===== src/core/clock_gate_bank_defs.vh =====
// register map, field positions and reset values of the clock gate bank
`ifndef CLOCK_GATE_BANK_DEFS_VH
`define CLOCK_GATE_BANK_DEFS_VH

// register byte offsets
`define CG_OFF_CTRL_2        12'h168
`define CG_OFF_CTRL_3        12'h16c
`define CG_OFF_CTRL_4        12'h170
`define CG_OFF_CTRL_5        12'h174
`define CG_OFF_CTRL_6        12'h178
`define CG_OFF_CTRL_7        12'h17c

// field layout of every gating register
`define CG_GATE_LSB          0
`define CG_GATE_MSB          15
`define CG_MASK_LSB          16
`define CG_MASK_MSB          31

// reset value of the gate field
`define CG_GATE_RESET        16'h0000

// gate bits that exist in each register; the others are reserved and read zero
`define CG_WR_CTRL_2         16'h006f
`define CG_WR_CTRL_3         16'hfeff
`define CG_WR_CTRL_4         16'hffff
`define CG_WR_CTRL_5         16'hffff
`define CG_WR_CTRL_6         16'hfbff
`define CG_WR_CTRL_7         16'hffff

// gating register two
`define CG2_PERI_SRC         0
`define CG2_PERI_AXI         1
`define CG2_PERI_HS_BUS      2
`define CG2_PERI_REG_BUS     3
// gating register three
`define CG3_DISP_A_AXI       0
`define CG3_DISP_A_PIXEL     1
`define CG3_DISP_B_AXI       2
`define CG3_DISP_B_PIXEL     3
// gating register four
`define CG4_AUDIO_OUT        0
`define CG4_AUDIO_SRC        1
`define CG4_AUDIO_FRAC       2
`define CG4_AUDIO_MAIN       3
`define CG4_SCAN_TEST        14
`define CG4_TEST_OUT         15
// gating register five
`define CG5_MAC_RX           0
`define CG5_MAC_TX           1
`define CG5_MAC_REF          2
`define CG5_MAC_REFOUT       3
// gating register six
`define CG6_PERI_MATRIX_HS   0
`define CG6_PERI_MATRIX_REG  1
`define CG6_PERI_MATRIX_AXI  2
`define CG6_PERI_DMA_AXI     3
`define CG6_SERIAL_A         4
`define CG6_SERIAL_B         5
`define CG6_SERIAL_C         6
// gating register seven
`define CG7_USB_BUS          4
`define CG7_USB_POWER_BUS    5
`define CG7_FLASH_A          14
`define CG7_FLASH_B          15

`endif


===== src/core/clock_stop_stage.v =====
// retiming stage that presents gate levels to the clock gating cells
`timescale 1ns/1ns
`default_nettype none

module clock_stop_stage (
  input  wire        ref_clk,
  input  wire        resetn,
  input  wire [15:0] stop_req,
  output wire [15:0] stop
);

  reg [15:0] stop_q;

  // levels move only just after a rising edge and stay put through the low
  // phase, where the latch-based gating cells sample them; this keeps a
  // stopped or restarted clock free of shortened pulses
  always @(posedge ref_clk or negedge resetn) begin
    if (!resetn) begin
      stop_q <= 16'h0000;
    end else begin
      stop_q <= stop_req;
    end
  end

  assign stop = stop_q;

endmodule // clock_stop_stage

`default_nettype wire


===== src/core/masked_gate_reg.v =====
// one gating register: gate bits written under the per-bit mask of the upper half
`timescale 1ns/1ns
`default_nettype none
`include "clock_gate_bank_defs.vh"

module masked_gate_reg #(
  parameter [15:0] WRITABLE = 16'hffff
) (
  input  wire        ref_clk,
  input  wire        resetn,
  input  wire        wr_en,
  input  wire [31:0] wr_data,
  output wire [15:0] gate
);

  reg  [15:0] gate_q;
  wire [15:0] sel;
  wire [15:0] gate_d;

  // only bits with their mask bit set follow the write; reserved bits never move
  assign sel    = wr_data[`CG_MASK_MSB:`CG_MASK_LSB] & WRITABLE;
  assign gate_d = (gate_q & ~sel) | (wr_data[`CG_GATE_MSB:`CG_GATE_LSB] & sel);

  // the mask half is not stored, so it cannot read back anything but zero
  always @(posedge ref_clk or negedge resetn) begin
    if (!resetn) begin
      gate_q <= `CG_GATE_RESET;
    end else if (wr_en) begin
      gate_q <= gate_d;
    end
  end

  assign gate = gate_q;

endmodule // masked_gate_reg

`default_nettype wire


===== src/core/peripheral_clock_gate_bank.v =====
// bank of masked clock gating registers behind an apb slave
//
// Behaviour
// on a write, each gate bit whose upper-half mask bit is 1 takes the written value.
// on a write, each gate bit whose upper-half mask bit is 0 keeps its value.
// a gate bit at 1 stops its clock, a gate bit at 0 lets it run.
// after reset all gate and mask bits read zero, so every clock runs.
// register two bits 3..0 stop the peripheral register-bus, high-speed-bus, axi and source clocks.
// register three bits 0..3 stop display a axi and pixel, then display b axi and pixel clocks.
// register four bit 14 stops the boundary-scan clock and bit 15 the test output clock.
// register four bits 0..3 stop audio output, source, fractional source and main clocks.
// register five bits 0..2 stop ethernet receive, transmit, reference, bit 3 reference output.
// register six bits 4..6 stop the bus clocks of serial controllers a, b and c.
// register six bit 3 stops peripheral dma axi, bits 2..0 matrix axi, register-bus, high-speed-bus.
// register seven bits 15 and 14 stop the bus clocks of flash controllers b and a.
// register seven bit 4 stops the usb dual-role bus clock and bit 5 its power bus clock.
// reserved bits and the mask field read zero and writes to reserved bits do nothing; register seven keeps its reserved bit 8 writable.
// gate changes are applied glitch-free, during the clock low phase.
`timescale 1ns/1ns
`default_nettype none
`include "clock_gate_bank_defs.vh"

module peripheral_clock_gate_bank (
  input  wire        ref_clk,
  input  wire        resetn,
  // apb slave
  input  wire        psel,
  input  wire        penable,
  input  wire        pwrite,
  input  wire [11:0] paddr,
  input  wire [31:0] pwdata,
  input  wire [3:0]  pstrb,
  output wire [31:0] prdata,
  output wire        pready,
  output wire        pslverr,
  // whole stop vectors, one per gating register
  output wire [15:0] stop_vec_2,
  output wire [15:0] stop_vec_3,
  output wire [15:0] stop_vec_4,
  output wire [15:0] stop_vec_5,
  output wire [15:0] stop_vec_6,
  output wire [15:0] stop_vec_7,
  // register two
  output wire        peri_source_clock_stop,
  output wire        peri_axi_clock_stop,
  output wire        peri_hs_bus_clock_stop,
  output wire        peri_reg_bus_clock_stop,
  // register three
  output wire        display_a_axi_clock_stop,
  output wire        display_a_pixel_clock_stop,
  output wire        display_b_axi_clock_stop,
  output wire        display_b_pixel_clock_stop,
  // register four
  output wire        audio_out_clock_stop,
  output wire        audio_source_clock_stop,
  output wire        audio_frac_source_clock_stop,
  output wire        audio_main_clock_stop,
  output wire        scan_test_clock_stop,
  output wire        test_out_clock_stop,
  // register five
  output wire        mac_rx_clock_stop,
  output wire        mac_tx_clock_stop,
  output wire        mac_ref_clock_stop,
  output wire        mac_refout_clock_stop,
  // register six
  output wire        peri_matrix_hs_bus_clock_stop,
  output wire        peri_matrix_reg_bus_clock_stop,
  output wire        peri_matrix_axi_clock_stop,
  output wire        peri_dma_axi_clock_stop,
  output wire        serial_ctrl_a_bus_clock_stop,
  output wire        serial_ctrl_b_bus_clock_stop,
  output wire        serial_ctrl_c_bus_clock_stop,
  // register seven
  output wire        usb_dual_role_bus_clock_stop,
  output wire        usb_dual_role_power_bus_clock_stop,
  output wire        flash_ctrl_a_bus_clock_stop,
  output wire        flash_ctrl_b_bus_clock_stop
);

  // register index used by the decoder
  localparam [2:0] IDX_2    = 3'h0;
  localparam [2:0] IDX_3    = 3'h1;
  localparam [2:0] IDX_4    = 3'h2;
  localparam [2:0] IDX_5    = 3'h3;
  localparam [2:0] IDX_6    = 3'h4;
  localparam [2:0] IDX_7    = 3'h5;
  localparam [2:0] IDX_NONE = 3'h7;

  // map a byte address onto a register index; misaligned or unknown is none
  function [2:0] reg_index;
    input [11:0] addr;
    begin
      case (addr)
        `CG_OFF_CTRL_2: reg_index = IDX_2;
        `CG_OFF_CTRL_3: reg_index = IDX_3;
        `CG_OFF_CTRL_4: reg_index = IDX_4;
        `CG_OFF_CTRL_5: reg_index = IDX_5;
        `CG_OFF_CTRL_6: reg_index = IDX_6;
        `CG_OFF_CTRL_7: reg_index = IDX_7;
        default:        reg_index = IDX_NONE;
      endcase
    end
  endfunction

  // place a gate field in the low half of a read word; the write-only mask half reads zero
  function [31:0] read_word;
    input [15:0] gate;
    begin
      read_word = 32'h0000_0000;
      read_word[`CG_GATE_MSB:`CG_GATE_LSB] = gate;
    end
  endfunction

  // write strobe of one register; the decode is the one held since the setup cycle
  function write_hit;
    input       ok;
    input [2:0] held;
    input [2:0] which;
    begin
      write_hit = ok & (held == which);
    end
  endfunction

  // bus state
  reg         pready_q;
  reg         pslverr_q;
  reg  [31:0] prdata_q;
  reg  [31:0] prdata_d;
  reg  [2:0]  idx_q;
  wire [2:0]  idx;
  wire        setup_phase;
  wire        access_done;
  wire        wr_ok;
  wire [5:0]  wr_sel;

  // gate register contents
  wire [15:0] gate_2;
  wire [15:0] gate_3;
  wire [15:0] gate_4;
  wire [15:0] gate_5;
  wire [15:0] gate_6;
  wire [15:0] gate_7;

  // decode and phase of the transfer on the bus
  assign idx         = reg_index(paddr);
  assign setup_phase = psel & ~penable;
  assign access_done = psel & penable & pready_q;

  // a write lands only at the completing edge and only with all byte lanes
  // set; partial writes would split the mask from its gate bits, so they are
  // refused with an error and change nothing
  assign wr_ok = access_done & pwrite & ~pslverr_q;

  // the write lands in the register picked at setup, so an address that
  // wanders during the access phase cannot redirect it
  assign wr_sel[0] = write_hit(wr_ok, idx_q, IDX_2);
  assign wr_sel[1] = write_hit(wr_ok, idx_q, IDX_3);
  assign wr_sel[2] = write_hit(wr_ok, idx_q, IDX_4);
  assign wr_sel[3] = write_hit(wr_ok, idx_q, IDX_5);
  assign wr_sel[4] = write_hit(wr_ok, idx_q, IDX_6);
  assign wr_sel[5] = write_hit(wr_ok, idx_q, IDX_7);

  // read mux; the mask half is write-only and reads zero
  always @* begin
    prdata_d = 32'h0000_0000;
    case (idx)
      IDX_2:   prdata_d = read_word(gate_2);
      IDX_3:   prdata_d = read_word(gate_3);
      IDX_4:   prdata_d = read_word(gate_4);
      IDX_5:   prdata_d = read_word(gate_5);
      IDX_6:   prdata_d = read_word(gate_6);
      IDX_7:   prdata_d = read_word(gate_7);
      default: prdata_d = 32'h0000_0000;
    endcase
  end

  // no wait state: the answer is prepared in the setup cycle and pready
  // rises in the first access cycle, so every output stays a flip-flop;
  // the decode is held until the completing edge, and an error answer
  // keeps the write from landing anywhere
  always @(posedge ref_clk or negedge resetn) begin
    if (!resetn) begin
      pready_q  <= 1'b0;
      pslverr_q <= 1'b0;
      prdata_q  <= 32'h0000_0000;
      idx_q     <= IDX_NONE;
    end else if (setup_phase) begin
      pready_q  <= 1'b1;
      idx_q     <= idx;
      pslverr_q <= (idx == IDX_NONE) | (pwrite & (pstrb != 4'hf));
      prdata_q  <= pwrite ? 32'h0000_0000 : prdata_d;
    end else if (access_done) begin
      pready_q  <= 1'b0;
      pslverr_q <= 1'b0;
      prdata_q  <= 32'h0000_0000;
    end
  end

  // bus outputs straight from their flip-flops
  assign prdata  = prdata_q;
  assign pready  = pready_q;
  assign pslverr = pslverr_q;

  // gating registers, each with its own set of implemented bits
  // register two: only bits 6, 5 and 3..0 of this stretch exist
  masked_gate_reg #(.WRITABLE(`CG_WR_CTRL_2)) u_reg_2 (
    .ref_clk (ref_clk),
    .resetn  (resetn),
    .wr_en   (wr_sel[0]),
    .wr_data (pwdata),
    .gate    (gate_2)
  );

  // register three: bit 8 is reserved and read-only
  masked_gate_reg #(.WRITABLE(`CG_WR_CTRL_3)) u_reg_3 (
    .ref_clk (ref_clk),
    .resetn  (resetn),
    .wr_en   (wr_sel[1]),
    .wr_data (pwdata),
    .gate    (gate_3)
  );

  // register four: every gate bit is implemented
  masked_gate_reg #(.WRITABLE(`CG_WR_CTRL_4)) u_reg_4 (
    .ref_clk (ref_clk),
    .resetn  (resetn),
    .wr_en   (wr_sel[2]),
    .wr_data (pwdata),
    .gate    (gate_4)
  );

  // register five: every gate bit is implemented
  masked_gate_reg #(.WRITABLE(`CG_WR_CTRL_5)) u_reg_5 (
    .ref_clk (ref_clk),
    .resetn  (resetn),
    .wr_en   (wr_sel[3]),
    .wr_data (pwdata),
    .gate    (gate_5)
  );

  // register six: bit 10 is reserved and read-only
  masked_gate_reg #(.WRITABLE(`CG_WR_CTRL_6)) u_reg_6 (
    .ref_clk (ref_clk),
    .resetn  (resetn),
    .wr_en   (wr_sel[4]),
    .wr_data (pwdata),
    .gate    (gate_6)
  );

  // register seven: bit 8 is reserved but kept writable
  masked_gate_reg #(.WRITABLE(`CG_WR_CTRL_7)) u_reg_7 (
    .ref_clk (ref_clk),
    .resetn  (resetn),
    .wr_en   (wr_sel[5]),
    .wr_data (pwdata),
    .gate    (gate_7)
  );

  // retimed stop levels toward the gating cells; a bit at 1 stops its clock
  // one extra cycle of latency is the price of a clean hand-over to the cells
  clock_stop_stage u_stage_2 (
    .ref_clk  (ref_clk),
    .resetn   (resetn),
    .stop_req (gate_2),
    .stop     (stop_vec_2)
  );

  clock_stop_stage u_stage_3 (
    .ref_clk  (ref_clk),
    .resetn   (resetn),
    .stop_req (gate_3),
    .stop     (stop_vec_3)
  );

  clock_stop_stage u_stage_4 (
    .ref_clk  (ref_clk),
    .resetn   (resetn),
    .stop_req (gate_4),
    .stop     (stop_vec_4)
  );

  clock_stop_stage u_stage_5 (
    .ref_clk  (ref_clk),
    .resetn   (resetn),
    .stop_req (gate_5),
    .stop     (stop_vec_5)
  );

  clock_stop_stage u_stage_6 (
    .ref_clk  (ref_clk),
    .resetn   (resetn),
    .stop_req (gate_6),
    .stop     (stop_vec_6)
  );

  clock_stop_stage u_stage_7 (
    .ref_clk  (ref_clk),
    .resetn   (resetn),
    .stop_req (gate_7),
    .stop     (stop_vec_7)
  );

  // peripheral domain clocks of register two
  assign peri_source_clock_stop  = stop_vec_2[`CG2_PERI_SRC];
  assign peri_axi_clock_stop     = stop_vec_2[`CG2_PERI_AXI];
  assign peri_hs_bus_clock_stop  = stop_vec_2[`CG2_PERI_HS_BUS];
  assign peri_reg_bus_clock_stop = stop_vec_2[`CG2_PERI_REG_BUS];

  // display controller clocks of register three
  assign display_a_axi_clock_stop   = stop_vec_3[`CG3_DISP_A_AXI];
  assign display_a_pixel_clock_stop = stop_vec_3[`CG3_DISP_A_PIXEL];
  assign display_b_axi_clock_stop   = stop_vec_3[`CG3_DISP_B_AXI];
  assign display_b_pixel_clock_stop = stop_vec_3[`CG3_DISP_B_PIXEL];

  // audio and test clocks of register four
  assign audio_out_clock_stop         = stop_vec_4[`CG4_AUDIO_OUT];
  assign audio_source_clock_stop      = stop_vec_4[`CG4_AUDIO_SRC];
  assign audio_frac_source_clock_stop = stop_vec_4[`CG4_AUDIO_FRAC];
  assign audio_main_clock_stop        = stop_vec_4[`CG4_AUDIO_MAIN];
  assign scan_test_clock_stop         = stop_vec_4[`CG4_SCAN_TEST];
  assign test_out_clock_stop          = stop_vec_4[`CG4_TEST_OUT];

  // ethernet clocks of register five
  assign mac_rx_clock_stop     = stop_vec_5[`CG5_MAC_RX];
  assign mac_tx_clock_stop     = stop_vec_5[`CG5_MAC_TX];
  assign mac_ref_clock_stop    = stop_vec_5[`CG5_MAC_REF];
  assign mac_refout_clock_stop = stop_vec_5[`CG5_MAC_REFOUT];

  // peripheral matrix, dma and serial controller clocks of register six
  assign peri_matrix_hs_bus_clock_stop  = stop_vec_6[`CG6_PERI_MATRIX_HS];
  assign peri_matrix_reg_bus_clock_stop = stop_vec_6[`CG6_PERI_MATRIX_REG];
  assign peri_matrix_axi_clock_stop     = stop_vec_6[`CG6_PERI_MATRIX_AXI];
  assign peri_dma_axi_clock_stop        = stop_vec_6[`CG6_PERI_DMA_AXI];
  assign serial_ctrl_a_bus_clock_stop   = stop_vec_6[`CG6_SERIAL_A];
  assign serial_ctrl_b_bus_clock_stop   = stop_vec_6[`CG6_SERIAL_B];
  assign serial_ctrl_c_bus_clock_stop   = stop_vec_6[`CG6_SERIAL_C];

  // usb and flash controller clocks of register seven
  assign usb_dual_role_bus_clock_stop       = stop_vec_7[`CG7_USB_BUS];
  assign usb_dual_role_power_bus_clock_stop = stop_vec_7[`CG7_USB_POWER_BUS];
  assign flash_ctrl_a_bus_clock_stop        = stop_vec_7[`CG7_FLASH_A];
  assign flash_ctrl_b_bus_clock_stop        = stop_vec_7[`CG7_FLASH_B];

endmodule // peripheral_clock_gate_bank

`default_nettype wire


===== config.mk =====
export PLATFORM = sky130hd
export DESIGN_NAME = peripheral_clock_gate_bank
export DESIGN_NICKNAME = d
export VERILOG_FILES = /design/src/core/clock_stop_stage.v /design/src/core/masked_gate_reg.v /design/src/core/peripheral_clock_gate_bank.v
export VERILOG_INCLUDE_DIRS = /design/src /design/src/core
export SDC_FILE = /design/constraint.sdc
export NUM_CORES = 1
export LEC_CHECK = 0
export BUFFER_PORTS_ARGS = -buffer_cell sky130_fd_sc_hd__buf_2
export CAP_MARGIN = 15
export CORE_ASPECT_RATIO = 1.75
export CORE_MARGIN = 5
export CORE_UTILIZATION = 55
export DETAILED_ROUTE_END_ITERATION = 8
export GPL_ROUTABILITY_DRIVEN = 1
export PLACE_DENSITY = 0.83
export SETUP_SLACK_MARGIN = 0.2
export SLEW_MARGIN = 20
export SYNTH_ARGS = -nofsm -noshare
export SYNTH_HDL_FRONTEND = slang
export SYNTH_SLANG_ARGS = --single-unit
export TNS_END_PERCENT = 50

===== constraint.sdc =====
create_clock -name ref_clk -period 4.1 [get_ports ref_clk]
set_clock_uncertainty 0.1 [all_clocks]
set_input_delay 0.82 -clock ref_clk [delete_from_list [all_inputs] [get_ports ref_clk]]
set_output_delay 0.82 -clock ref_clk [all_outputs]
set_load 0.02 [all_outputs]

Yosys cells after proc, flatten, opt, wreduce, memory -nomap -nowiden
Cells that the tools add are included.
{ "word_totals": {"register_bits": 229, "inputBits": 53} }
{ "op_classes": {"eq_ne": 18, "muxes": 8, "n_bitwise": 35, "reduce_logical": 3} }
{ "op_table": {"columns": ["op", "count"], "rows": [
  ["$and 16x16->16", 9],
  ["$mux 32", 3],
  ["$or 16x16->16", 6],
  ["$pmux 16 s6", 1],
  ["$eq 12x9->1 const B", 6],
  ["$not 16->16", 3],
  ["$pmux 3 s6", 1],
  ["$and 16x7->16", 1],
  ["$not 7->16", 1],
  ["$eq 3x3->1 const B", 5],
  ["$and 1x1->1", 12],
  ["$eq 3x2->1 const B", 4],
  ["$eq 3x1->1 const B", 2],
  ["$logic_not 3->1", 2],
  ["$ne 4x4->1 const B", 1],
  ["$mux 1", 3],
  ["$not 1->1", 2],
  ["$reduce_bool 2->1", 1],
  ["$or 1x1->1", 1]
]} }

Depth between registers and ports, before layout
Gate-level depths: netlist of run 1.
{ "depth": {"word_depth": 6, "depth_mapped": 11, "ltp_nobuf": 8} }

Hierarchy
Synthesis of run 1 repeated with hierarchy kept, for this count alone.
{ "hier_totals": {"hier_cells": 643, "area_unflattened_um2": 8394.3} }
{ "modules_own_cells": {"columns": ["mod", "n_inst", "cells_per_inst", "area_per_inst_um2", "seq_area_each_um2"], "rows": [
  ["clock_stop_stage", 6, 16, 400.4, 400.4],
  ["peripheral_clock_gate_bank", 1, 272, 2227.1, 529.3],
  ["masked_gate_reg at u_reg_4 ...", 3, 50, 700.7, 400.4],
  ["masked_gate_reg at u_reg_3 ...", 2, 48, 660.6, 375.4],
  ["masked_gate_reg at u_reg_2", 1, 29, 341.6, 150.1]
]} }

Worst setup path after synthesis of run 1
Ideal clock, no wire load.
{ "synth_path": {"kind": "input-to-reg", "from": "in paddr[9]", "to": "reg prdata_q[3] (netlist: prdata[3])", "setup_ns": 0.086, "arrival_ns": 3.530, "setup_slack_ns": 0.385, "cell_stages": 11, "cell_sequence": "or4b_4 -> buf_6 -> nor3_4 -> buf_4 -> nand3_1 -> ha_1 -> or4bb_1 -> nor4_4 -> buf_4 -> a22oi_1 -> a32oi_1"} }
{ "synth_between": {"elab_chain_cells": 6, "elab_cells_between_ends": 16} }
{ "synth_lines": {"columns": ["element", "line", "source"], "rows": [
  ["start: declaration", "peripheral_clock_gate_bank.v:30", "input wire [11:0] paddr,"],
  ["$eq 12x9->1", "peripheral_clock_gate_bank.v:93", "case (addr)"],
  ["$pmux 3 s6 *", "peripheral_clock_gate_bank.v:93", null],
  ["$eq 3x3->1, or another cell as far along", null, null],
  ["$pmux 16 s6 *", "peripheral_clock_gate_bank.v:166", "case (idx)"],
  ["$mux 32 *", "peripheral_clock_gate_bank.v:191", "prdata_q <= pwrite ? 32'h0000_0000 : prdata_d;"],
  ["$mux 32 *", "peripheral_clock_gate_bank.v:187", "end else if (setup_phase) begin"],
  ["end signal: assignment", "peripheral_clock_gate_bank.v:191", null],
  ["end: declaration", "peripheral_clock_gate_bank.v:127", "reg [31:0] prdata_q;"]
]} }
Mark *: on every way between the ends. The rest lies on a longest branch, timed or not.
A chain may end at the register's enable or synchronous reset.

Worst setup path in the final report of run 1
{ "layout_path": {"from": "in paddr[9]", "to": "reg prdata_q[1] (netlist: prdata[1])"} }
The elaborated chain is that of the path after synthesis.

==> impl_results.html, run 1 <==
<table>
<tr><th>Metric</th><th>Value</th></tr>
<tr><th colspan="2">Status</th></tr>
<tr><td>Run status</td><td>completed</td></tr>
<tr><th colspan="2">Power and ir drop</th></tr>
<tr><td>Switching Share</td><td>0.259</td></tr>
<tr><td>Net switching power of the design</td><td>1040 uW</td></tr>
<tr><td>Part of the power in combinational logic</td><td>0.101</td></tr>
<tr><td>Power density over the cells</td><td>approximately 440 nW/um2</td></tr>
<tr><td>Peak supply drop</td><td>0.346 mV</td></tr>
<tr><td>Clock power frac</td><td>0.389</td></tr>
<tr><td>Register share of total power</td><td>0.510</td></tr>
<tr><td>Internal portion of total power</td><td>2990 uW</td></tr>
<tr><td>Static power due to leakage</td><td>0.00485 uW</td></tr>
<tr><th colspan="2">Die</th></tr>
<tr><td>Horiz. Die Dim</td><td>100 um</td></tr>
<tr><td>Total number of placement rows</td><td>57</td></tr>
<tr><td>Core Box Area</td><td>13900 um2</td></tr>
<tr><td>I/O pin count</td><td>212</td></tr>
<tr><td>Die Footprint</td><td>16800 um2</td></tr>
<tr><td>Vertical die dimension</td><td>168 um</td></tr>
<tr><td>Initial cell density of the core</td><td>0.562</td></tr>
<tr><th colspan="2">Worst setup path</th></tr>
<tr><td>Critical path start-end classification</td><td>in2reg</td></tr>
<tr><td>Crit-path leading delay family</td><td>simple AND/OR/NAND/NOR gates</td></tr>
<tr><td>Cell with the largest stage delay on the worst path</td><td>sky130_fd_sc_hd__or4b_4</td></tr>
<tr><td>List of cells traversed by the critical path</td><td>buf_2 &gt; or4b_4 &gt; nor3_4 &gt; nand3_1 &gt; ha_1 &gt; or4bb_1 &gt; nor4_4 &gt; buf_4 &gt; a22oi_1 &gt; a32oi_1</td></tr>
<tr><td>Req. time, crit path</td><td>4.32 ns</td></tr>
<tr><td>Arrival time at the worst endpoint</td><td>3.73 ns</td></tr>
<tr><td>CP Launch Point</td><td>paddr[9]</td></tr>
<tr><td>Crit Reg-Reg Startpoint</td><td>idx_q[0]</td></tr>
<tr><td>Startpoint kind of the worst setup timing path</td><td>input pin</td></tr>
<tr><td>Critical Path Sink Type</td><td>register</td></tr>
<tr><td>Maximum single-stage delay on the critical path</td><td>0.62 ns</td></tr>
<tr><td>Max Fanout on Critical Path</td><td>10</td></tr>
<tr><td>Number of buffers and inverters on the critical path</td><td>2</td></tr>
<tr><th colspan="2">Synth</th></tr>
<tr><td>Portion of synthesized cell area occupied by the leading cell type</td><td>0.596</td></tr>
<tr><td>Count of state elements after synthesis</td><td>189</td></tr>
<tr><td>Mean instance size in the synthesized netlist</td><td>between 10 and 15 um2</td></tr>
<tr><td>Cell taking the most area after synthesis</td><td>sky130_fd_sc_hd__dfrtp_1</td></tr>
<tr><td>Commonest register cell after synthesis</td><td>sky130_fd_sc_hd__dfrtp_1</td></tr>
<tr><td>Post-Synthesis Cell Area</td><td>7810 um2</td></tr>
<tr><td>Most used standard cells in the synthesized netlist</td><td>sky130_fd_sc_hd__dfrtp_1 (186), sky130_fd_sc_hd__mux2_2 (91), sky130_fd_sc_hd__nand2_1 (71)</td></tr>
<tr><td>Cell with the most instances after synthesis</td><td>sky130_fd_sc_hd__dfrtp_1</td></tr>
<tr><td>Post-synthesis cell count</td><td>around 590</td></tr>
<tr><td>Leading cell types by total area after synthesis</td><td>sky130_fd_sc_hd__dfrtp_1 (60%), sky130_fd_sc_hd__mux2_2 (13%), sky130_fd_sc_hd__buf_4 (5.7%)</td></tr>
<tr><td>Number of enable flip-flop cells after synthesis</td><td>0</td></tr>
<tr><td>Fraction of the yosys area taken by sequential cells</td><td>0.606</td></tr>
<tr><td>Number of unique standard cell types used by synthesis</td><td>47</td></tr>
<tr><td>Total number of yosys warnings</td><td>0</td></tr>
<tr><td>Fraction of synthesis flops using an asynchronous set or reset pin</td><td>1.00</td></tr>
<tr><th colspan="2">GRT</th></tr>
<tr><td>Largest net degree at the start of global routing</td><td>114</td></tr>
<tr><td>Number of antenna violations at the first check in global routing</td><td>0</td></tr>
<tr><td>Via count of the first global-routing pass</td><td>5881</td></tr>
<tr><td>Global router's overall resource usage</td><td>0.239</td></tr>
<tr><td>Global-route wire length before repair</td><td>between 30000 and 40000 um</td></tr>
<tr><td>Total gr overflow</td><td>0</td></tr>
<tr><th colspan="2">Placed design</th></tr>
<tr><td>Placed wire-length estimate after detailed placement</td><td>14000 um</td></tr>
<tr><td>Worst slack at placement</td><td>0.209 ns</td></tr>
<tr><td>Count of input and output buffers</td><td>183</td></tr>
<tr><td>Placer's final routability congestion estimate</td><td>0.872</td></tr>
<tr><th colspan="2">STA</th></tr>
<tr><td>Final setup TNS</td><td>0 ns</td></tr>
<tr><td>Slew of the pin with the lowest slew margin</td><td>0.887 ns</td></tr>
<tr><td>Final Hold Viols</td><td>0</td></tr>
<tr><td>Post-route minimum period</td><td>roughly 3.5 ns</td></tr>
<tr><td>Share of the clock period used by the worst path after layout</td><td>0.856</td></tr>
<tr><td>Max Slew Vio Count</td><td>0</td></tr>
<tr><td>Unrepaired setup endpoints after global routing</td><td>no</td></tr>
<tr><td>Max-slew headroom</td><td>0.408</td></tr>
<tr><td>Final setup violation count</td><td>0</td></tr>
<tr><td>Top achievable clock speed</td><td>0.285 GHz</td></tr>
<tr><td>Worst-case setup margin in the final layout</td><td>0.589 ns</td></tr>
<tr><td>Post-Route Hold Slack</td><td>0.291 ns</td></tr>
<tr><th colspan="2">Routing</th></tr>
<tr><td>Vias per std cell</td><td>approximately 5.8</td></tr>
<tr><td>Final routed wirelength across all metal layers</td><td>19700 um</td></tr>
<tr><td>Total via count after detailed routing</td><td>approximately 5400</td></tr>
<tr><td>First-pass DRT Iterations</td><td>5</td></tr>
<tr><td>Iteration-0 DRC count of the detailed router</td><td>316</td></tr>
<tr><td>Detailed-route wire length per cell</td><td>21.0 um</td></tr>
<tr><td>Count of unresolved DRC violations after routing</td><td>0</td></tr>
<tr><td>Count of nets left with antenna violations after detail routing</td><td>0</td></tr>
<tr><th colspan="2">Layout</th></tr>
<tr><td>Post-layout nets</td><td>800</td></tr>
<tr><td>Number of inserted diodes</td><td>0</td></tr>
<tr><td>Layout overhead on the synthesized area</td><td>18.3%</td></tr>
<tr><td>Fraction of final layout cells sized beyond drive strength 1</td><td>0.444</td></tr>
<tr><th colspan="2">Clock network</th></tr>
<tr><td>Clock tree from TritonCTS</td><td>built</td></tr>
<tr><td>Clock network latency to the later pin of the worst-skew pair</td><td>around 0.42 ns</td></tr>
<tr><td>Root Driver</td><td>sky130_fd_sc_hd__clkbuf_16</td></tr>
<tr><td>Post-CTS Setup Repair Bufs</td><td>0</td></tr>
<tr><td>Clock buffers created by TritonCTS</td><td>17</td></tr>
<tr><td>Count of cells resized by post-cts repair</td><td>0</td></tr>
<tr><td>Post-CTS Hold Buffers</td><td>0</td></tr>
<tr><td>Max clock buf depth</td><td>2</td></tr>
<tr><td>Number of levels the H-tree was split into</td><td>4</td></tr>
<tr><td>Number of clock sinks</td><td>189</td></tr>
<tr><td>Clock transition at the registers of the reported paths</td><td>approximately 0.060 ns</td></tr>
<tr><th colspan="2">Worst hold path</th></tr>
<tr><td>Tightest Hold Check Type</td><td>reg2reg</td></tr>
<tr><th colspan="2">Run</th></tr>
<tr><td>Max_cap viols</td><td>0</td></tr>
</table>
==> placed cells by master (no fill, tap or decap), types with 2 or more instances in the layout <==
cell type	Yosys	layout
sky130_fd_sc_hd__dfrtp_1	186	186
sky130_fd_sc_hd__buf_2	5	182
sky130_fd_sc_hd__mux2_2	91	91
sky130_fd_sc_hd__nand2_1	71	71
sky130_fd_sc_hd__conb_1	1	28
sky130_fd_sc_hd__nand3b_1	19	19
sky130_fd_sc_hd__nand3_1	17	17
sky130_fd_sc_hd__clkbuf_16	0	17
sky130_fd_sc_hd__a22o_1	15	15
sky130_fd_sc_hd__o21ai_0	14	14
sky130_fd_sc_hd__a22oi_1	13	13
sky130_fd_sc_hd__buf_4	59	10
sky130_fd_sc_hd__mux2_1	8	8
sky130_fd_sc_hd__a222oi_1	8	8
sky130_fd_sc_hd__a32oi_1	6	6
sky130_fd_sc_hd__nor4_4	3	5
sky130_fd_sc_hd__o21ai_1	5	5
sky130_fd_sc_hd__inv_1	4	4
sky130_fd_sc_hd__clkinv_2	0	4
sky130_fd_sc_hd__clkinv_4	0	4
sky130_fd_sc_hd__nor2_1	3	3
sky130_fd_sc_hd__a41oi_1	3	3
sky130_fd_sc_hd__clkbuf_8	0	3
sky130_fd_sc_hd__inv_6	0	3
sky130_fd_sc_hd__dfstp_2	3	3
sky130_fd_sc_hd__or2_2	2	2
sky130_fd_sc_hd__nand2b_1	2	2
sky130_fd_sc_hd__and3b_1	2	2
sky130_fd_sc_hd__a21o_1	2	2
sky130_fd_sc_hd__nor2b_1	2	2
sky130_fd_sc_hd__nor4b_4	0	2
sky130_fd_sc_hd__or3b_2	2	2
sky130_fd_sc_hd__nand4_1	2	2
sky130_fd_sc_hd__buf_12	0	2
==> metal layers <==
layer  track usage  vias to the layer above  share of wire
met1         0.277                     2722           0.35
met4         0.116                        0          0.040
met3        0.0458                       59          0.071
met2         0.420                      273           0.54
li1              -                     2332              -
met5             0                        -              0
==> power by group through the flow <==
stage	clock, uW	sequential [uW]	combinational [uW]
4_1_cts	1590	2060	410
2_1_floorplan	0	2130	201
3_5_place_dp	0	2090	408
5_1_grt	1670	2070	434
3_3_place_gp	0	2080	396
6_report	1570	2060	406
==> cell families (layout without fill, tap and decap cells) <==
| family | Yosys count | count (layout) | synth area share |
|---|---|---|---|
| compound gates | 72 | 72 | 0.0698 |
| fa+ha+maj | 1 | 1 | 0.00160 |
| buf+inv | 86 | 231 | 0.0724 |
| flops | 189 | 189 | 0.606 |
| mux | 101 | 101 | 0.147 |
| other cells | 1 | 28 | 0.000480 |
| simple gates | 137 | 137 | 0.103 |
==> cell type report <==
class	count	area, um2
multi-input cells	339	2660
clock buffers	20	457
fillers	1029	4670
inverters	4	15.0
flip-flops and latches	189	4730
repair buffers	195	1040
well taps	177	221
clock inverters	12	111
==> metrics by stage <==
step	utilization	instances	power (uW)	area, um2
6_report	0.664	936	4030	9240
5_1_grt	0.664	936	4180	9240
4_1_cts	0.664	936	4060	9240
3_5_place_dp	0.623	904	2500	8670
3_3_place_gp	0.623	904	2480	8670
2_1_floorplan	-	614	2330	7910
==> worst reg2reg max path: cells and delay by family, from the launching register on <==
family | cells | cell delay [ns]
buffers and inverters | 1 | 0.32
DFF | 1 | 1.00
muxes | 1 | 0.28
and+or+nand+nor | 3 | 1.05
==> final timing paths <==
path / to / cells after the start / slack, ns
setup / recovery: prdata[1] / 10 / 0.59
hold reg to reg: u_stage_7.stop[14] / 0 / 0.29
max in group asynchronous: prdata[5] / 2 / 2.62
hold / removal: u_stage_7.stop[14] / 0 / 0.29
min in group asynchronous: u_stage_3.stop[9] / 1 / 0.38
setup reg to reg: register / 5 / 1.23
No activity file was read; power rests on OpenSTA's default activity.
==> run 2: changes to the inputs <==
--- a/config.mk
+++ b/config.mk
@@ -14,6 +14,7 @@
 export DETAILED_ROUTE_END_ITERATION = 8
 export GPL_ROUTABILITY_DRIVEN = 1
 export PLACE_DENSITY = 0.83
+export REMOVE_ABC_BUFFERS = 1
 export SETUP_SLACK_MARGIN = 0.2
 export SLEW_MARGIN = 20
 export SYNTH_ARGS = -nofsm -noshare
==> impl_results.html, run 2 (synthesis results as in run 1) <==
<table>
<tr><th>Metric</th><th>Value</th></tr>
<tr><th colspan="2">Clock network</th></tr>
<tr><td>Number of clock sinks</td><td>189 (unchanged)</td></tr>
<tr><td>Max clock buf depth</td><td>2 (unchanged)</td></tr>
<tr><td>Post-CTS Setup Repair Bufs</td><td>0 (unchanged)</td></tr>
<tr><td>Post-CTS Hold Buffers</td><td>0 (unchanged)</td></tr>
<tr><td>Clock network latency to the later pin of the worst-skew pair</td><td>0.43 ns (about the same)</td></tr>
<tr><td>Root Driver</td><td>sky130_fd_sc_hd__clkbuf_16</td></tr>
<tr><td>Clock buffers created by TritonCTS</td><td>17 (unchanged)</td></tr>
<tr><td>Number of levels the H-tree was split into</td><td>4 (unchanged)</td></tr>
<tr><td>Clock tree from TritonCTS</td><td>built</td></tr>
<tr><td>Clock transition at the registers of the reported paths</td><td>0.07 ns (about the same)</td></tr>
<tr><td>Count of cells resized by post-cts repair</td><td>0 (unchanged)</td></tr>
<tr><th colspan="2">Worst setup path</th></tr>
<tr><td>Critical path start-end classification</td><td>in2reg</td></tr>
<tr><td>Req. time, crit path</td><td>4.33 ns (about the same)</td></tr>
<tr><td>Max Fanout on Critical Path</td><td>14 (+4)</td></tr>
<tr><td>Arrival time at the worst endpoint</td><td>3.59 ns (-0.14 ns)</td></tr>
<tr><td>Startpoint kind of the worst setup timing path</td><td>input pin</td></tr>
<tr><td>Maximum single-stage delay on the critical path</td><td>0.62 ns (about the same)</td></tr>
<tr><td>Crit Reg-Reg Startpoint</td><td>idx_q[0]</td></tr>
<tr><td>Critical Path Sink Type</td><td>register</td></tr>
<tr><td>Slack of the worst reg-to-reg path</td><td>1.36 ns (+0.13 ns)</td></tr>
<tr><td>List of cells traversed by the critical path</td><td>buf_2 &gt; or4b_4 &gt; nor3_4 &gt; nand3_1 &gt; ha_1 &gt; or4bb_1 &gt; nor4_4 &gt; buf_4 &gt; a22oi_1 &gt; a32oi_1</td></tr>
<tr><td>Worst r2r path cells</td><td>5 (unchanged)</td></tr>
<tr><td>Crit-path leading delay family</td><td>simple AND/OR/NAND/NOR gates</td></tr>
<tr><td>Cell with the largest stage delay on the worst path</td><td>sky130_fd_sc_hd__or4b_4</td></tr>
<tr><td>CP Launch Point</td><td>paddr[9]</td></tr>
<tr><td>Number of buffers and inverters on the critical path</td><td>2 (unchanged)</td></tr>
<tr><th colspan="2">Worst hold path</th></tr>
<tr><td>Count of cells along the worst hold path</td><td>0 (unchanged)</td></tr>
<tr><td>Hold path endpoint</td><td>u_stage_5.stop[3]</td></tr>
<tr><td>Tightest Hold Check Type</td><td>reg2reg</td></tr>
<tr><th colspan="2">Power and ir drop</th></tr>
<tr><td>Power density over the cells</td><td>431 nW/um2 (-1.2%)</td></tr>
<tr><td>Register share of total power</td><td>0.517 (+0.007)</td></tr>
<tr><td>Clock power frac</td><td>0.381 (-0.008)</td></tr>
<tr><td>Power, Total</td><td>3980 uW (-1.3%)</td></tr>
<tr><td>Switching Share</td><td>0.258 (-0.000500)</td></tr>
<tr><td>Net switching power of the design</td><td>1030 uW (-1.5%)</td></tr>
<tr><td>Peak supply drop</td><td>0.300 mV (-13%)</td></tr>
<tr><td>Part of the power in combinational logic</td><td>0.101 (about the same)</td></tr>
<tr><td>Internal portion of total power</td><td>2950 uW (-1.3%)</td></tr>
<tr><td>Static power due to leakage</td><td>0.00484 uW (-0.31%)</td></tr>
<tr><th colspan="2">Die</th></tr>
<tr><td>Vertical die dimension</td><td>168 um (unchanged)</td></tr>
<tr><td>Total number of placement rows</td><td>57 (unchanged)</td></tr>
<tr><td>Initial cell density of the core</td><td>0.562 (unchanged)</td></tr>
<tr><td>Core Box Area</td><td>13900 um2 (unchanged)</td></tr>
<tr><td>Horiz. Die Dim</td><td>100 um (unchanged)</td></tr>
<tr><td>Die Footprint</td><td>16800 um2 (unchanged)</td></tr>
<tr><td>I/O pin count</td><td>212 (unchanged)</td></tr>
<tr><th colspan="2">Routing</th></tr>
<tr><td>Final routed wirelength across all metal layers</td><td>19900 um (+1.3%)</td></tr>
<tr><td>Count of unresolved DRC violations after routing</td><td>0 (unchanged)</td></tr>
<tr><td>First-pass DRT Iterations</td><td>5 (unchanged)</td></tr>
<tr><td>Total via count after detailed routing</td><td>5471 (+1.6%)</td></tr>
<tr><td>Detailed-route wire length per cell</td><td>21.2 um (+0.77%)</td></tr>
<tr><td>Vias per std cell</td><td>5.81 (+1.0%)</td></tr>
<tr><td>Count of nets left with antenna violations after detail routing</td><td>0 (unchanged)</td></tr>
<tr><td>Iteration-0 DRC count of the detailed router</td><td>336 (+6.3%)</td></tr>
<tr><th colspan="2">GRT</th></tr>
<tr><td>Global router's overall resource usage</td><td>0.244 (+0.00433)</td></tr>
<tr><td>Total gr overflow</td><td>0 (unchanged)</td></tr>
<tr><td>Number of antenna violations at the first check in global routing</td><td>3 (+3)</td></tr>
<tr><td>Via count of the first global-routing pass</td><td>5854 (-0.46%)</td></tr>
<tr><td>Largest net degree at the start of global routing</td><td>109 (-4.4%)</td></tr>
<tr><td>Global-route wire length before repair</td><td>31200 um (+0.51%)</td></tr>
<tr><th colspan="2">Layout</th></tr>
<tr><td>Fraction of final layout cells sized beyond drive strength 1</td><td>0.442 (-0.00175)</td></tr>
<tr><td>Post-layout nets</td><td>803 (+0.38%)</td></tr>
<tr><td>Most common cell after layout, fill and taps aside</td><td>sky130_fd_sc_hd__dfrtp_1</td></tr>
<tr><td>Layout overhead on the synthesized area</td><td>18.1%</td></tr>
<tr><td>Fill count</td><td>1026 (-0.29%)</td></tr>
<tr><td>Most frequent cells in the layout</td><td>sky130_fd_sc_hd__dfrtp_1 (186), sky130_fd_sc_hd__buf_2 (182), sky130_fd_sc_hd__mux2_2 (91)</td></tr>
<tr><td>Final design utilization</td><td>0.663 (-0.000989)</td></tr>
<tr><th colspan="2">STA</th></tr>
<tr><td>Final setup violation count</td><td>0 (unchanged)</td></tr>
<tr><td>Slew of the pin with the lowest slew margin</td><td>0.938 ns (+0.0508 ns)</td></tr>
<tr><td>Top achievable clock speed</td><td>0.298 GHz (+4.7%)</td></tr>
<tr><td>Share of the clock period used by the worst path after layout</td><td>0.818 (-0.0382)</td></tr>
<tr><td>Final setup TNS</td><td>0 ns (unchanged)</td></tr>
<tr><td>Post-route minimum period</td><td>3.35 ns (-0.157 ns)</td></tr>
<tr><td>Max Slew Vio Count</td><td>0 (unchanged)</td></tr>
<tr><td>Unrepaired setup endpoints after global routing</td><td>no</td></tr>
<tr><td>Final Hold Viols</td><td>0 (unchanged)</td></tr>
<tr><td>Max-slew headroom</td><td>0.375 (-0.0339)</td></tr>
<tr><th colspan="2">Placed design</th></tr>
<tr><td>Placed wire-length estimate after detailed placement</td><td>13900 um (-0.65%)</td></tr>
<tr><td>Count of input and output buffers</td><td>183 (unchanged)</td></tr>
<tr><td>Placer's final routability congestion estimate</td><td>0.877 (+0.60%)</td></tr>
<tr><th colspan="2">Run</th></tr>
<tr><td>Max_cap viols</td><td>0 (unchanged)</td></tr>
<tr><th colspan="2">Status</th></tr>
<tr><td>Run status</td><td>completed</td></tr>
</table>
-- run 2: worst max-delay path by stage --
| stage | slack [ns] | to | depth (start not counted) |
|---|---|---|---|
| detailed placement | 0.35 | prdata[6] | 10 |
| CTS | 0.80 | prdata[6] | 10 |
| finish | 0.75 | prdata[0] | 10 |
| floorplan | 0.34 | prdata[15] | 8 |
| global placement | 0.48 | prdata[3] | 10 |
| global route | 0.63 | prdata[3] | 10 |
-- run 2: area by class of cell --
class / instances / area [um2] / area share
Sequential cell: 189 / 4730 / 0.513
Multi-Input combinational cell: 339 / 2670 / 0.289
Timing Repair Buffer: 198 / 1050 / 0.114
Clock buffer: 22 / 444 / 0.0481
Tap cell: 177 / 221 / 0.0240
Clock inverter: 10 / 91.3 / 0.00990
Inverter: 4 / 15.0 / 0.00163
Antenna cell: 2 / 5.00 / 0.000543
-- run 2: stage by stage --
stage | setup WS (ns) | instance area, um2 | cells | hold slack [ns]
after floorplan | 0.345 | 7360 | 532 | 0.263
after global placement | 0.485 | 8680 | 907 | 0.274
after detailed placement | 0.346 | 8680 | 907 | 0.277
after CTS | 0.800 | 9220 | 939 | 0.293
after global routing | 0.628 | 9230 | 941 | 0.307
final | 0.746 | 9230 | 941 | 0.298
-- run 2: power by group through the flow --
stage | clock (uW) | combinational [uW] | sequential (uW)
finish | 1520 | 404 | 2060
global route | 1620 | 432 | 2070
CTS | 1540 | 406 | 2060
detailed placement | 0 | 406 | 2090
global placement | 0 | 394 | 2080
floorplan | 0 | 118 | 2160
-- run 2: per-layer routing --
layer | part of all wire | track usage
met5 | 0.00075 | 0
met4 | 0.048 | 0.145
met3 | 0.074 | 0.0562
met2 | 0.55 | 0.434
met1 | 0.33 | 0.256
